<file path="config.mk">
export PLATFORM = sky130hd
export DESIGN_NAME = phy_control_register
export DESIGN_NICKNAME = d
export VERILOG_FILES = /design/src/design/phy_ctrl_pkg.sv /design/src/design/prbs_gen.sv /design/src/design/phy_control_register.sv
export SDC_FILE = /design/constraint.sdc
export NUM_CORES = 1
export LEC_CHECK = 0
export BUFFER_PORTS_ARGS = -buffer_cell sky130_fd_sc_hd__buf_2
export CAP_MARGIN = 20
export CELL_PAD_IN_SITES_DETAIL_PLACEMENT = 2
export CELL_PAD_IN_SITES_GLOBAL_PLACEMENT = 2
export CORE_MARGIN = 4
export CORE_UTILIZATION = 31
export DETAILED_ROUTE_END_ITERATION = 8
export HOLD_SLACK_MARGIN = 0.12
export PLACE_DENSITY_LB_ADDON = 0.1
export SETUP_SLACK_MARGIN = 0.2
export SYNTH_ARGS = -nofsm -noshare
export SYNTH_HDL_FRONTEND = slang
export SYNTH_SLANG_ARGS = --single-unit
</file>
<file path="constraint.sdc">
create_clock -name clk_i -period 5.5 [get_ports clk_i]
set_clock_uncertainty 0.1 [all_clocks]
set_input_delay 0.55 -clock clk_i [delete_from_list [all_inputs] [get_ports clk_i]]
set_output_delay 0.55 -clock clk_i [all_outputs]
set_load 0.005 [all_outputs]
</file>
<file path="src/design/phy_ctrl_pkg.sv">
// Constants, register map and shared functions of the port control block
package phy_ctrl_pkg;
   // Register indices; the byte address is four times the index
   localparam logic [7:0] PCS_IDX = 8'h19;
   localparam logic [7:0] IRQ_STATUS_IDX = 8'h1C;
   localparam logic [7:0] IRQ_MASK_IDX = 8'h1D;
   localparam int BYTE_SHIFT = 2;

   // Field positions of port_control_status
   localparam int AUTO_XOVER_BIT = 15;
   localparam int FORCE_XOVER_BIT = 14;
   localparam int PAUSE_RX_BIT = 13;
   localparam int PAUSE_TX_BIT = 12;
   localparam int FORCE_ERR_BIT = 11;
   localparam int LONG_SEQ_BIT = 10;
   localparam int RESULT_BIT = 9;
   localparam int RUN_BIT = 8;
   localparam int LED_BYPASS_BIT = 7;

   // Interrupt status and mask layout
   localparam int IRQ_W = 2;
   localparam int IRQ_FAIL_BIT = 0;
   localparam int IRQ_PAUSE_BIT = 1;

   // Advertised pause field: bit 1 asymmetric direction, bit 0 symmetric pause
   localparam int ADV_ASYM_BIT = 1;
   localparam int ADV_PAUSE_BIT = 0;

   // Values after reset
   localparam logic RST_CTRL_BIT = 1'h0;
   localparam logic [IRQ_W-1:0] RST_IRQ = 2'h0;
   localparam logic [14:0] PRBS_SEED = 15'h7FFF;

   // Cycles filled before comparing: 15 history bits plus up to 16 cycles of loop latency
   localparam logic [4:0] SYNC_FILL = 5'h1F;

   // Next bit of the 9-stage or 15-stage sequence; h[0] is the newest bit
   function automatic logic prbs_next(input logic [14:0] h, input logic long_seq);
      prbs_next = long_seq ? (h[14] ^ h[13]) : (h[8] ^ h[4]);
   endfunction : prbs_next

   // Pause resolution; index 0 receive, index 1 transmit
   function automatic logic [1:0] pause_resolve(input logic [1:0] loc, input logic [1:0] lp);
      logic both;
      logic rx_only;
      logic tx_only;
      both = loc[ADV_PAUSE_BIT] & lp[ADV_PAUSE_BIT];
      rx_only = loc[ADV_PAUSE_BIT] & loc[ADV_ASYM_BIT] & ~lp[ADV_PAUSE_BIT] & lp[ADV_ASYM_BIT];
      tx_only = ~loc[ADV_PAUSE_BIT] & loc[ADV_ASYM_BIT] & lp[ADV_PAUSE_BIT] & lp[ADV_ASYM_BIT];
      pause_resolve = {both | tx_only, both | rx_only};
   endfunction : pause_resolve
endpackage : phy_ctrl_pkg

</file>
<file path="src/design/prbs_gen.sv">
// Self-test pattern generator with single-bit error injection
`timescale 1ns/1ps
module prbs_gen
(
   input wire logic clk_i,
   input wire logic rst_i,
   input wire logic run_i,
   input wire logic long_i,
   input wire logic inject_i,
   output logic bit_o
);
   typedef struct packed {
      logic [14:0] lfsr;
      logic out;
   } gen_state_t;

   gen_state_t state_ff;
   gen_state_t nxt_state;

   always_comb
   begin
      logic fb;
      fb = phy_ctrl_pkg::prbs_next(state_ff.lfsr, long_i);
      nxt_state = state_ff;
      if (!run_i)
      begin
         nxt_state.lfsr = phy_ctrl_pkg::PRBS_SEED;
         nxt_state.out = 1'h0;
      end
      else
      begin
         // Error goes on the line only, so the sequence itself stays intact
         nxt_state.lfsr = {state_ff.lfsr[13:0], fb};
         nxt_state.out = fb ^ inject_i;
      end
   end

   always_ff @(posedge clk_i)
   begin
      if (rst_i)
      begin
         state_ff.lfsr <= phy_ctrl_pkg::PRBS_SEED;
         state_ff.out <= 1'h0;
      end
      else
      begin
         state_ff <= nxt_state;
      end
   end

   assign bit_o = state_ff.out;
endmodule : prbs_gen

</file>
<file path="src/design/phy_control_register.sv">
// Port control and status register with crossover, pause status and self-test
//
// Behaviour
// - Register sits at index 19h of the port's management space, 16 bits wide.
// - Bit 15 enables automatic crossover; its value after reset comes from a strap.
// - Bit 14 forces crossed pairs; reset value 0.
// - Bit 13 read-only: MAC should honour received pause frames.
// - Bit 12 read-only: MAC may send pause frames.
// - Pause bits follow the standard resolution table, only for full-duplex results.
// - Writing 1 to bit 11 injects one self-test error, then clears itself.
// - Bit 8 runs self-test; bit 9 reads pass, fail latched until stopped.
// - Bit 7 bypasses LED stretching so LEDs follow their raw sources.
`timescale 1ns/1ps
module phy_control_register
#(
   parameter int ADDR_W = 8,
   parameter int LED_W = 3
)
(
   input wire logic clk_i,
   input wire logic rst_i,
   input wire logic psel_i,
   input wire logic penable_i,
   input wire logic pwrite_i,
   input wire logic [ADDR_W-1:0] paddr_i,
   input wire logic [31:0] pwdata_i,
   output logic [31:0] prdata_o,
   output logic pready_o,
   output logic pslverr_o,
   input wire logic auto_crossover_strap_i,
   input wire logic auto_swap_i,
   input wire logic [1:0] local_ability_advert_i,
   input wire logic [1:0] partner_ability_i,
   input wire logic hcd_full_duplex_i,
   input wire logic selftest_rx_i,
   output logic selftest_tx_o,
   input wire logic [LED_W-1:0] led_raw_i,
   input wire logic [LED_W-1:0] led_stretched_i,
   output logic [LED_W-1:0] led_o,
   output logic auto_crossover_enable_o,
   output logic crossover_o,
   output logic irq_o
);
   if (ADDR_W < 8 || ADDR_W > 32 || LED_W < 1)
   begin : g_param_check
      $error("phy_control_register: unsupported parameter values");
   end

   typedef struct packed {
      logic strap_s1;
      logic strap_s2;
      logic rx_s1;
      logic rx_s2;
      logic loaded;
      logic auto_en;
      logic force_x;
      logic force_err;
      logic long_sel;
      logic run;
      logic led_bypass;
      logic fail;
      logic pause_rx;
      logic pause_tx;
      logic [14:0] rx_hist;
      logic [4:0] sync_cnt;
      logic [1:0] irq_st;
      logic [1:0] irq_mask;
      logic [31:0] rdata;
      logic crossover;
      logic [LED_W-1:0] led;
   } ctrl_state_t;

   ctrl_state_t state_ff;
   ctrl_state_t nxt_state;

   logic [ADDR_W-1:0] pcs_addr;
   logic [ADDR_W-1:0] ist_addr;
   logic [ADDR_W-1:0] imask_addr;
   logic hit_pcs;
   logic hit_ist;
   logic hit_imask;
   logic hit_any;
   logic wr_stb;
   logic [15:0] pcs_word;
   logic result;
   logic [1:0] pause_res;
   logic gen_bit;

   ////////////////////////////////////////////////////////////////////////////
   // Address decode and read word

   assign pcs_addr = ADDR_W'(phy_ctrl_pkg::PCS_IDX) << phy_ctrl_pkg::BYTE_SHIFT;
   assign ist_addr = ADDR_W'(phy_ctrl_pkg::IRQ_STATUS_IDX) << phy_ctrl_pkg::BYTE_SHIFT;
   assign imask_addr = ADDR_W'(phy_ctrl_pkg::IRQ_MASK_IDX) << phy_ctrl_pkg::BYTE_SHIFT;
   assign hit_pcs = (paddr_i == pcs_addr);
   assign hit_ist = (paddr_i == ist_addr);
   assign hit_imask = (paddr_i == imask_addr);
   assign hit_any = hit_pcs | hit_ist | hit_imask;
   // Zero wait states: read data is captured in the setup cycle
   assign pready_o = 1'h1;
   assign pslverr_o = psel_i & penable_i & ~hit_any;
   assign wr_stb = psel_i & penable_i & pwrite_i & hit_any;

   // Pass shows only while running and no mismatch has been seen
   assign result = state_ff.run & ~state_ff.fail;
   assign pause_res = phy_ctrl_pkg::pause_resolve(local_ability_advert_i, partner_ability_i);

   always_comb
   begin
      pcs_word = 16'h0000;
      pcs_word[phy_ctrl_pkg::AUTO_XOVER_BIT] = state_ff.auto_en;
      pcs_word[phy_ctrl_pkg::FORCE_XOVER_BIT] = state_ff.force_x;
      pcs_word[phy_ctrl_pkg::PAUSE_RX_BIT] = state_ff.pause_rx;
      pcs_word[phy_ctrl_pkg::PAUSE_TX_BIT] = state_ff.pause_tx;
      pcs_word[phy_ctrl_pkg::FORCE_ERR_BIT] = state_ff.force_err;
      pcs_word[phy_ctrl_pkg::LONG_SEQ_BIT] = state_ff.long_sel;
      pcs_word[phy_ctrl_pkg::RESULT_BIT] = result;
      pcs_word[phy_ctrl_pkg::RUN_BIT] = state_ff.run;
      pcs_word[phy_ctrl_pkg::LED_BYPASS_BIT] = state_ff.led_bypass;
   end

   ////////////////////////////////////////////////////////////////////////////
   // Next state

   always_comb
   begin
      logic mismatch;
      logic [1:0] ev;
      mismatch = 1'h0;
      ev = 2'h0;
      nxt_state = state_ff;

      // Pin synchronisers
      nxt_state.strap_s1 = auto_crossover_strap_i;
      nxt_state.strap_s2 = state_ff.strap_s1;
      nxt_state.rx_s1 = selftest_rx_i;
      nxt_state.rx_s2 = state_ff.rx_s1;

      // Strap is caught once, on the first cycle after reset release
      if (!state_ff.loaded)
      begin
         nxt_state.loaded = 1'h1;
         nxt_state.auto_en = state_ff.strap_s2;
      end

      // Self-clears after one cycle; injection only lands if self-test runs
      nxt_state.force_err = 1'h0;

      if (psel_i && !penable_i)
      begin
         nxt_state.rdata = 32'h0000_0000;
         if (hit_pcs)
            nxt_state.rdata[15:0] = pcs_word;
         else if (hit_ist)
            nxt_state.rdata[phy_ctrl_pkg::IRQ_W-1:0] = state_ff.irq_st;
         else if (hit_imask)
            nxt_state.rdata[phy_ctrl_pkg::IRQ_W-1:0] = state_ff.irq_mask;
      end

      // Only writable fields are taken; status bits ignore write data
      if (wr_stb && hit_pcs)
      begin
         nxt_state.auto_en = pwdata_i[phy_ctrl_pkg::AUTO_XOVER_BIT];
         nxt_state.force_x = pwdata_i[phy_ctrl_pkg::FORCE_XOVER_BIT];
         nxt_state.force_err = pwdata_i[phy_ctrl_pkg::FORCE_ERR_BIT];
         nxt_state.long_sel = pwdata_i[phy_ctrl_pkg::LONG_SEQ_BIT];
         nxt_state.run = pwdata_i[phy_ctrl_pkg::RUN_BIT];
         nxt_state.led_bypass = pwdata_i[phy_ctrl_pkg::LED_BYPASS_BIT];
      end
      if (wr_stb && hit_imask)
         nxt_state.irq_mask = pwdata_i[phy_ctrl_pkg::IRQ_W-1:0];

      // Pause status only for a full-duplex result
      nxt_state.pause_rx = hcd_full_duplex_i & pause_res[0];
      nxt_state.pause_tx = hcd_full_duplex_i & pause_res[1];
      if (nxt_state.pause_rx != state_ff.pause_rx || nxt_state.pause_tx != state_ff.pause_tx)
         ev[phy_ctrl_pkg::IRQ_PAUSE_BIT] = 1'h1;

      // Stale idle bits must leave the history first; loops over 16 cycles read as fail on the 15-stage sequence
      if (!state_ff.run)
      begin
         nxt_state.fail = 1'h0;
         nxt_state.sync_cnt = 5'h00;
         nxt_state.rx_hist = 15'h0000;
      end
      else
      begin
         nxt_state.rx_hist = {state_ff.rx_hist[13:0], state_ff.rx_s2};
         if (state_ff.sync_cnt != phy_ctrl_pkg::SYNC_FILL)
            nxt_state.sync_cnt = state_ff.sync_cnt + 5'h01;
         else
            mismatch = state_ff.rx_s2 !=
               phy_ctrl_pkg::prbs_next(state_ff.rx_hist, state_ff.long_sel);
         if (mismatch)
         begin
            nxt_state.fail = 1'h1;
            ev[phy_ctrl_pkg::IRQ_FAIL_BIT] = ~state_ff.fail;
         end
      end

      // Write-one-to-clear; a new event in the same cycle wins
      if (wr_stb && hit_ist)
         nxt_state.irq_st = state_ff.irq_st & ~pwdata_i[phy_ctrl_pkg::IRQ_W-1:0];
      nxt_state.irq_st = nxt_state.irq_st | ev;

      nxt_state.crossover = state_ff.force_x | (state_ff.auto_en & auto_swap_i);
      nxt_state.led = state_ff.led_bypass ? led_raw_i : led_stretched_i;
   end

   always_ff @(posedge clk_i)
   begin
      if (rst_i)
      begin
         state_ff <= '0;
         // Strap synchroniser keeps running so the strap is settled when reset ends
         state_ff.strap_s1 <= nxt_state.strap_s1;
         state_ff.strap_s2 <= nxt_state.strap_s2;
         state_ff.auto_en <= phy_ctrl_pkg::RST_CTRL_BIT;
         state_ff.irq_st <= phy_ctrl_pkg::RST_IRQ;
         state_ff.irq_mask <= phy_ctrl_pkg::RST_IRQ;
      end
      else
      begin
         state_ff <= nxt_state;
      end
   end

   ////////////////////////////////////////////////////////////////////////////
   // Pattern generator

   prbs_gen u_gen
   (
      .clk_i(clk_i),
      .rst_i(rst_i),
      .run_i(state_ff.run),
      .long_i(state_ff.long_sel),
      .inject_i(state_ff.force_err),
      .bit_o(gen_bit)
   );

   assign selftest_tx_o = gen_bit;
   assign prdata_o = state_ff.rdata;
   assign led_o = state_ff.led;
   assign auto_crossover_enable_o = state_ff.auto_en;
   assign crossover_o = state_ff.crossover;
   assign irq_o = |(state_ff.irq_st & state_ff.irq_mask);

   ////////////////////////////////////////////////////////////////////////////
   // Checks

   logic wr_pcs;
   assign wr_pcs = wr_stb & hit_pcs;

   chk_force_write: assert property (@(posedge clk_i) disable iff (rst_i)
      wr_pcs |=> state_ff.force_x == $past(pwdata_i[phy_ctrl_pkg::FORCE_XOVER_BIT]))
      else $error("force crossover bit did not take written value");

   chk_force_err_clear: assert property (@(posedge clk_i) disable iff (rst_i)
      state_ff.force_err |=> !state_ff.force_err || $past(wr_pcs))
      else $error("force error bit did not self-clear");

   chk_pause_half: assert property (@(posedge clk_i) disable iff (rst_i)
      !hcd_full_duplex_i |=> !state_ff.pause_rx && !state_ff.pause_tx)
      else $error("pause status set for half duplex");

   chk_pause_rx_both: assert property (@(posedge clk_i) disable iff (rst_i)
      hcd_full_duplex_i && local_ability_advert_i[0] && partner_ability_i[0]
      |=> state_ff.pause_rx)
      else $error("pause receive not resolved for symmetric pause");

   chk_pause_tx_asym: assert property (@(posedge clk_i) disable iff (rst_i)
      hcd_full_duplex_i && local_ability_advert_i == 2'h3 && partner_ability_i == 2'h2
      |=> !state_ff.pause_tx && state_ff.pause_rx)
      else $error("asymmetric pause resolved wrongly");

   chk_result_stop: assert property (@(posedge clk_i) disable iff (rst_i)
      !state_ff.run |-> !result ##1 (state_ff.run || !state_ff.fail))
      else $error("self-test fail not cleared on stop");

   chk_fail_latch: assert property (@(posedge clk_i) disable iff (rst_i)
      state_ff.fail && state_ff.run && !wr_pcs |=> state_ff.fail)
      else $error("self-test fail not latched");

   chk_ro_write: assert property (@(posedge clk_i) disable iff (rst_i)
      wr_pcs && !state_ff.run && pwdata_i[phy_ctrl_pkg::RESULT_BIT]
      && !pwdata_i[phy_ctrl_pkg::RUN_BIT] |=> !result)
      else $error("write changed self-test result");

   chk_strap_load: assert property (@(posedge clk_i)
      $fell(rst_i) |-> state_ff.auto_en == 1'h0 ##1 state_ff.auto_en == $past(state_ff.strap_s2))
      else $error("strap not loaded after reset");

   chk_led_bypass: assert property (@(posedge clk_i) disable iff (rst_i)
      state_ff.led_bypass && $stable(state_ff.led_bypass) |=> led_o == $past(led_raw_i))
      else $error("LED bypass not followed");

   chk_fail_event: assert property (@(posedge clk_i) disable iff (rst_i)
      $rose(state_ff.fail) |-> state_ff.irq_st[phy_ctrl_pkg::IRQ_FAIL_BIT])
      else $error("self-test fail did not set its status bit");

   cov_selftest_fail: cover property (@(posedge clk_i) disable iff (rst_i)
      state_ff.run ##[1:300] state_ff.fail);
   cov_force_err: cover property (@(posedge clk_i) disable iff (rst_i)
      state_ff.force_err && state_ff.run);
   cov_pause_both: cover property (@(posedge clk_i) disable iff (rst_i)
      state_ff.pause_rx && state_ff.pause_tx);
endmodule : phy_control_register

</file>
Yosys cells after proc, flatten, opt, wreduce, memory -nomap -nowiden
Index checks and enable logic that the tools add are counted.
{"block": "word_totals", "regBits": 74, "input_bits": 59, "out_inout_bits": 41}
{"block": "classes", "addsub": 1, "n_eq_ne": 8, "n_mux": 15, "bitwise_logic": 35, "reduce_logical": 9}
{"op": "8-bit by 7-bit == test with 1-bit output, second input constant", "n": 3}
{"op": "1-bit bitwise AND", "n": 15}
{"op": "14-bit two-way mux", "n": 1}
{"op": "1-bit two-way mux", "n": 8}
{"op": "2-bit two-way mux", "n": 4}
{"op": "6-bit two-way mux", "n": 1}
{"op": "1-bit inverter", "n": 6}
{"op": "2-bit OR reduction", "n": 3}
{"op": "5-bit by 1-bit adder with 5-bit output, second input constant", "n": 1}
{"op": "5-bit inequality test, second input constant", "n": 1}
{"op": "1-bit bitwise OR", "n": 5}
{"op": "1-bit XOR", "n": 5}
{"op": "2-bit bitwise AND", "n": 2}
{"op": "1-bit logical AND", "n": 4}
{"op": "3-bit two-way mux", "n": 1}
{"op": "1-bit inequality test", "n": 3}
{"op": "2-bit by 1-bit inequality test with 1-bit output, second input constant", "n": 1}
{"op": "2-bit inverter", "n": 1}
{"op": "2-bit bitwise OR", "n": 1}
{"op": "1-bit zero test", "n": 1}
{"op": "1-bit logical OR", "n": 1}

Longest topological paths before layout
{"block": "depth", "ltp_word": 10, "depth_mapped": 8}

By module
A second synthesis with hierarchy kept.
{"block": "unflattened", "hier_cells": 289, "area_unflattened_um2": 2796.4}
{"module": "phy_control_register", "n_inst": 1, "cells_per_inst": 247, "area_each_um2": 2267.2, "seq_area_each_um2": 1061.0}
{"module": "prbs_gen", "n_inst": 1, "cells_per_inst": 42, "area_each_um2": 529.3, "seq_area_each_um2": 320.3}

Worst setup path before layout
OpenSTA, ideal clock, no wires.
{"block": "synth_path", "path_type": "input port to output port", "start": "input port paddr_i[1]", "end": "output port pslverr_o", "arrival_ns": 1.233, "required_ns": 4.850, "setup_slack_ns": 3.617, "stages": 3, "path_buffers": 0, "path_cell_list": "nor4b_4 o211ai_1 and3_1"}
{"block": "synth_between", "elab_chain_cells": 5}
{"item": "start: declaration", "line_no": "phy_control_register.sv:25", "source": "input wire logic [ADDR_W-1:0] paddr_i,"}
{"item": "8-bit by 7-bit == test with 1-bit output, on equally long branches", "line_no": "phy_control_register.sv:95, phy_control_register.sv:96"}
{"item": "1-bit bitwise OR", "line_no": "phy_control_register.sv:98", "source": "assign hit_any = hit_pcs | hit_ist | hit_imask;"}
{"item": "1-bit bitwise OR *", "line_no": "phy_control_register.sv:98"}
{"item": "1-bit inverter *", "line_no": "phy_control_register.sv:101", "source": "assign pslverr_o = psel_i & penable_i & ~hit_any;"}
{"item": "1-bit bitwise AND *", "line_no": "phy_control_register.sv:101"}
{"item": "end: declaration", "line_no": "phy_control_register.sv:29", "source": "output logic pslverr_o,"}
Every way passes the cells marked *; elsewhere a longest branch is shown, timed or not.

Worst setup path in the final report
Same ends and word-level chain as after synthesis.

==> impl_results.md <==
- Status: completed
- Register area share after synthesis: 50.30%
- Placeable core area: ~0.0087 mm²
- Via Count: 1908
- FF+latch count, synth: 69
- Top-area cell type share of the netlist area: between 50% and 60%
- Mapped Cells: 280
- CTS Root Cell: clkbuf_8
- Final Max Tran Viols: 0
- Remaining global-route overflow: 0
- Seq pwr share: 52.0%
- Clock transition at the registers of the reported paths: 0.08 ns
- Initial Utilization: 31.65%
- Share of post-route cells with drive strength above 1: 22.53%
- Clock Sink Count: 69
- RSZ-0062 raised after global routing: no
- Tcrit/Tclk final: 39.43%
- Endpoints failing setup: 0
- Pwr Density: around 310 mW/mm²
- Worst EP required: 4.85 ns
- GRT Overall Usage: 12.53%
- Register area: between 0.001 and 0.0015 mm²
- Slew margin rel.: 60.39%
- WL/cell: around 14 µm
- Critical Path Start Type: input pin
- Die height: 102.1 µm
- Post-layout util: 35.99%
- DR pass1 iterations: 4
- Vias in the first global route: 2043
- Area of placed instances: just under 0.003 mm²
- CP max FO: 6
- Area added between synthesis and finish: 13.71%
- Final instance area: about 0.0031 mm²
- Placer congestion estimate: approximately 0.74
- MaxCap Viol Count: 0
- Largest net degree at the start of global routing: 31
- Most instantiated cells after synthesis: dfxtp_1 (69), buf_4 (37), nand2_1 (22)
- Tmin final: 2.168 ns
- Main synth FF type: dfxtp_1
- Fillers: 982
- Ys async rst share: 0%
- Mapped cell area: 0.002746 mm²
- Type of the most critical hold path: input pin to register
- Die Area: between 0.01 and 0.015 mm²
- Clk pwr share: 43.6%
- Syn avg cell area: 9.809 µm²
- First-pass GRT wire length: 9.991 mm
- Synth area leader: dfxtp_1
- Synth warnings: 0
- H-tree levels: 3
- Fmax: 0.4612 GHz
- WP data arrival: 1.52 ns
- Pint: approximately 0.75 mW
- EDFF count, synth: 0
- Initial antenna violation count: 0
- Final non-filler cell total: 432
- Count leader, synth: dfxtp_1
- Total wire length: ~6 mm
- Cell Rows: 34
- Post-CTS setup buffer count: 0
- Worst-Margin Slew: 0.5929 ns
- Max Root-Sink Buffers: 2
- Static leakage: between 1 and 1.5 nW
- Sw power: 0.2302 mW
- Switching Fraction: about a quarter
- Dpl cells: 416
- Logic pwr share: 4.4%
- Antenna cell count: 0
- Synth cell types: 40
- Multi-input logic area: 0.001116 mm²
- Final nets: 380
- Synth area leaders: dfxtp_1 (50%), buf_4 (10%), mux2i_1 (6.2%), and2_1 (3.4%), nand2b_1 (3.4%)
- Total Power: 0.9777 mW
- DRT iter0 DRCs: 25
- Worst Setup End Kind: primary output
- Post-detail-place hpwl: 4.487 mm
- Setup_tns: 0 ns
- PortBufs: 53
- Vias per Instance: 4.417
- Ports: 100
- TritonCTS Buffers: 9
- CTS tree: built
- Worst skew pair latency: 0.34 ns
- Final Hold Fails: 0
- # resized after CTS: 0
- Residual DRC count: 0
- Antenna-violating nets left: 0
- IR drop worst, VDD: 0.1040 mV
- Critical path type: input pin to primary output
- Overall die width: 102.1 µm
- CTS Hold Bufs: 0
-- placed cells by master, fill, tap and decap left out, types with 2 or more instances in the layout --
master     n
inv_1      3
o32ai_1    2
nor4b_1    4
xnor2_1    3
nand2b_1  15
or3_1      2
nor2_1    19
nand3b_1   2
nand2_1   22
conb_1    22
clkbuf_8  10
and3_1     3
xor2_1     5
buf_2     53
and2_1    15
dfxtp_1   69
nor2b_1    7
nand3_1    4
inv_6      2
a21oi_1   15
nor3_1     2
ha_1       2
nand4b_1   2
mux2i_1   17
nand4_1    4
-- power by group through the flow --
stage | Clock [mW] | Sequential [mW] | Combinational, mW
4_1_cts | 0.444 | 0.508 | 0.0437
3_5_place_dp | 0 | 0.520 | 0.0435
5_1_grt | 0.470 | 0.509 | 0.0500
3_3_place_gp | 0 | 0.520 | 0.0432
6_report | 0.426 | 0.508 | 0.0432
2_1_floorplan | 0 | 0.518 | 0.0342
-- per-stage QoR --
step                      hold WS, ns  worst slack (ns)
after floorplan                0.2096             3.617
after detailed placement       0.2151             3.308
after CTS                      0.1913             3.318
after global routing           0.1810             3.106
after global placement         0.2121             3.323
final                          0.2066             3.332
-- cell families (layout without fill, tap and decap cells) --
kind of cell | count (synthesis) | in the layout | synth area share [%]
AO/OA/AOI/OAI | 23 | 23 | 5.012
XOR/XNOR | 8 | 8 | 2.551
adder cells (fa/ha/maj) | 2 | 2 | 0.9110
buffers and inverters | 49 | 73 | 11.80
flip-flops | 69 | 69 | 50.30
multiplexers | 17 | 17 | 6.196
other | 2 | 22 | 0.2735
AND/OR/NAND/NOR | 110 | 110 | 22.96
-- state kept, by name (all words and copies together) (netlist names) --
name / cells
u_gen.bit_o: 1
led_o: 3
prdata_o: 11
crossover_o: 1
nxt_state: 2
pcs_word: 7
u_gen.state_ff: 15
state_ff: 28
auto_crossover_enable_o: 1
-- worst paths after layout --
check	start	end	slack [ns]	depth (start not counted)
max	paddr_i[1]	pslverr_o	3.33	5
min	auto_crossover_strap_i	nxt_state[72]	0.21	1
min reg2reg	nxt_state[72]	state_ff[72]	0.23	0
max reg2reg	state_ff[40]	state_ff[38]	3.38	7
-- area by class of cell --
type | count | area share, %
well taps | 108 | 4.327
clock buffers | 10 | 4.407
inverters | 3 | 0.3606
clock inverters | 6 | 2.204
multi-input cells | 182 | 35.74
flip-flops and latches | 69 | 44.23
repair buffers | 54 | 8.734
-- critical path: stages --
cell and delay [ns]:
buf_2 0.11, nor4b_4 0.40, o211ai_1 0.14, and3_1 0.19, buf_2 0.12
-- metal layers --
metal,global-route usage (%),up-vias,part of all wire [%]
met5,0,-,0
met4,5.752,0,1.6
met3,2.867,10,4.0
met2,18.79,46,45
met1,17.10,899,50
li1,-,953,-
Note: power is estimated with default switching activity, not from simulation.
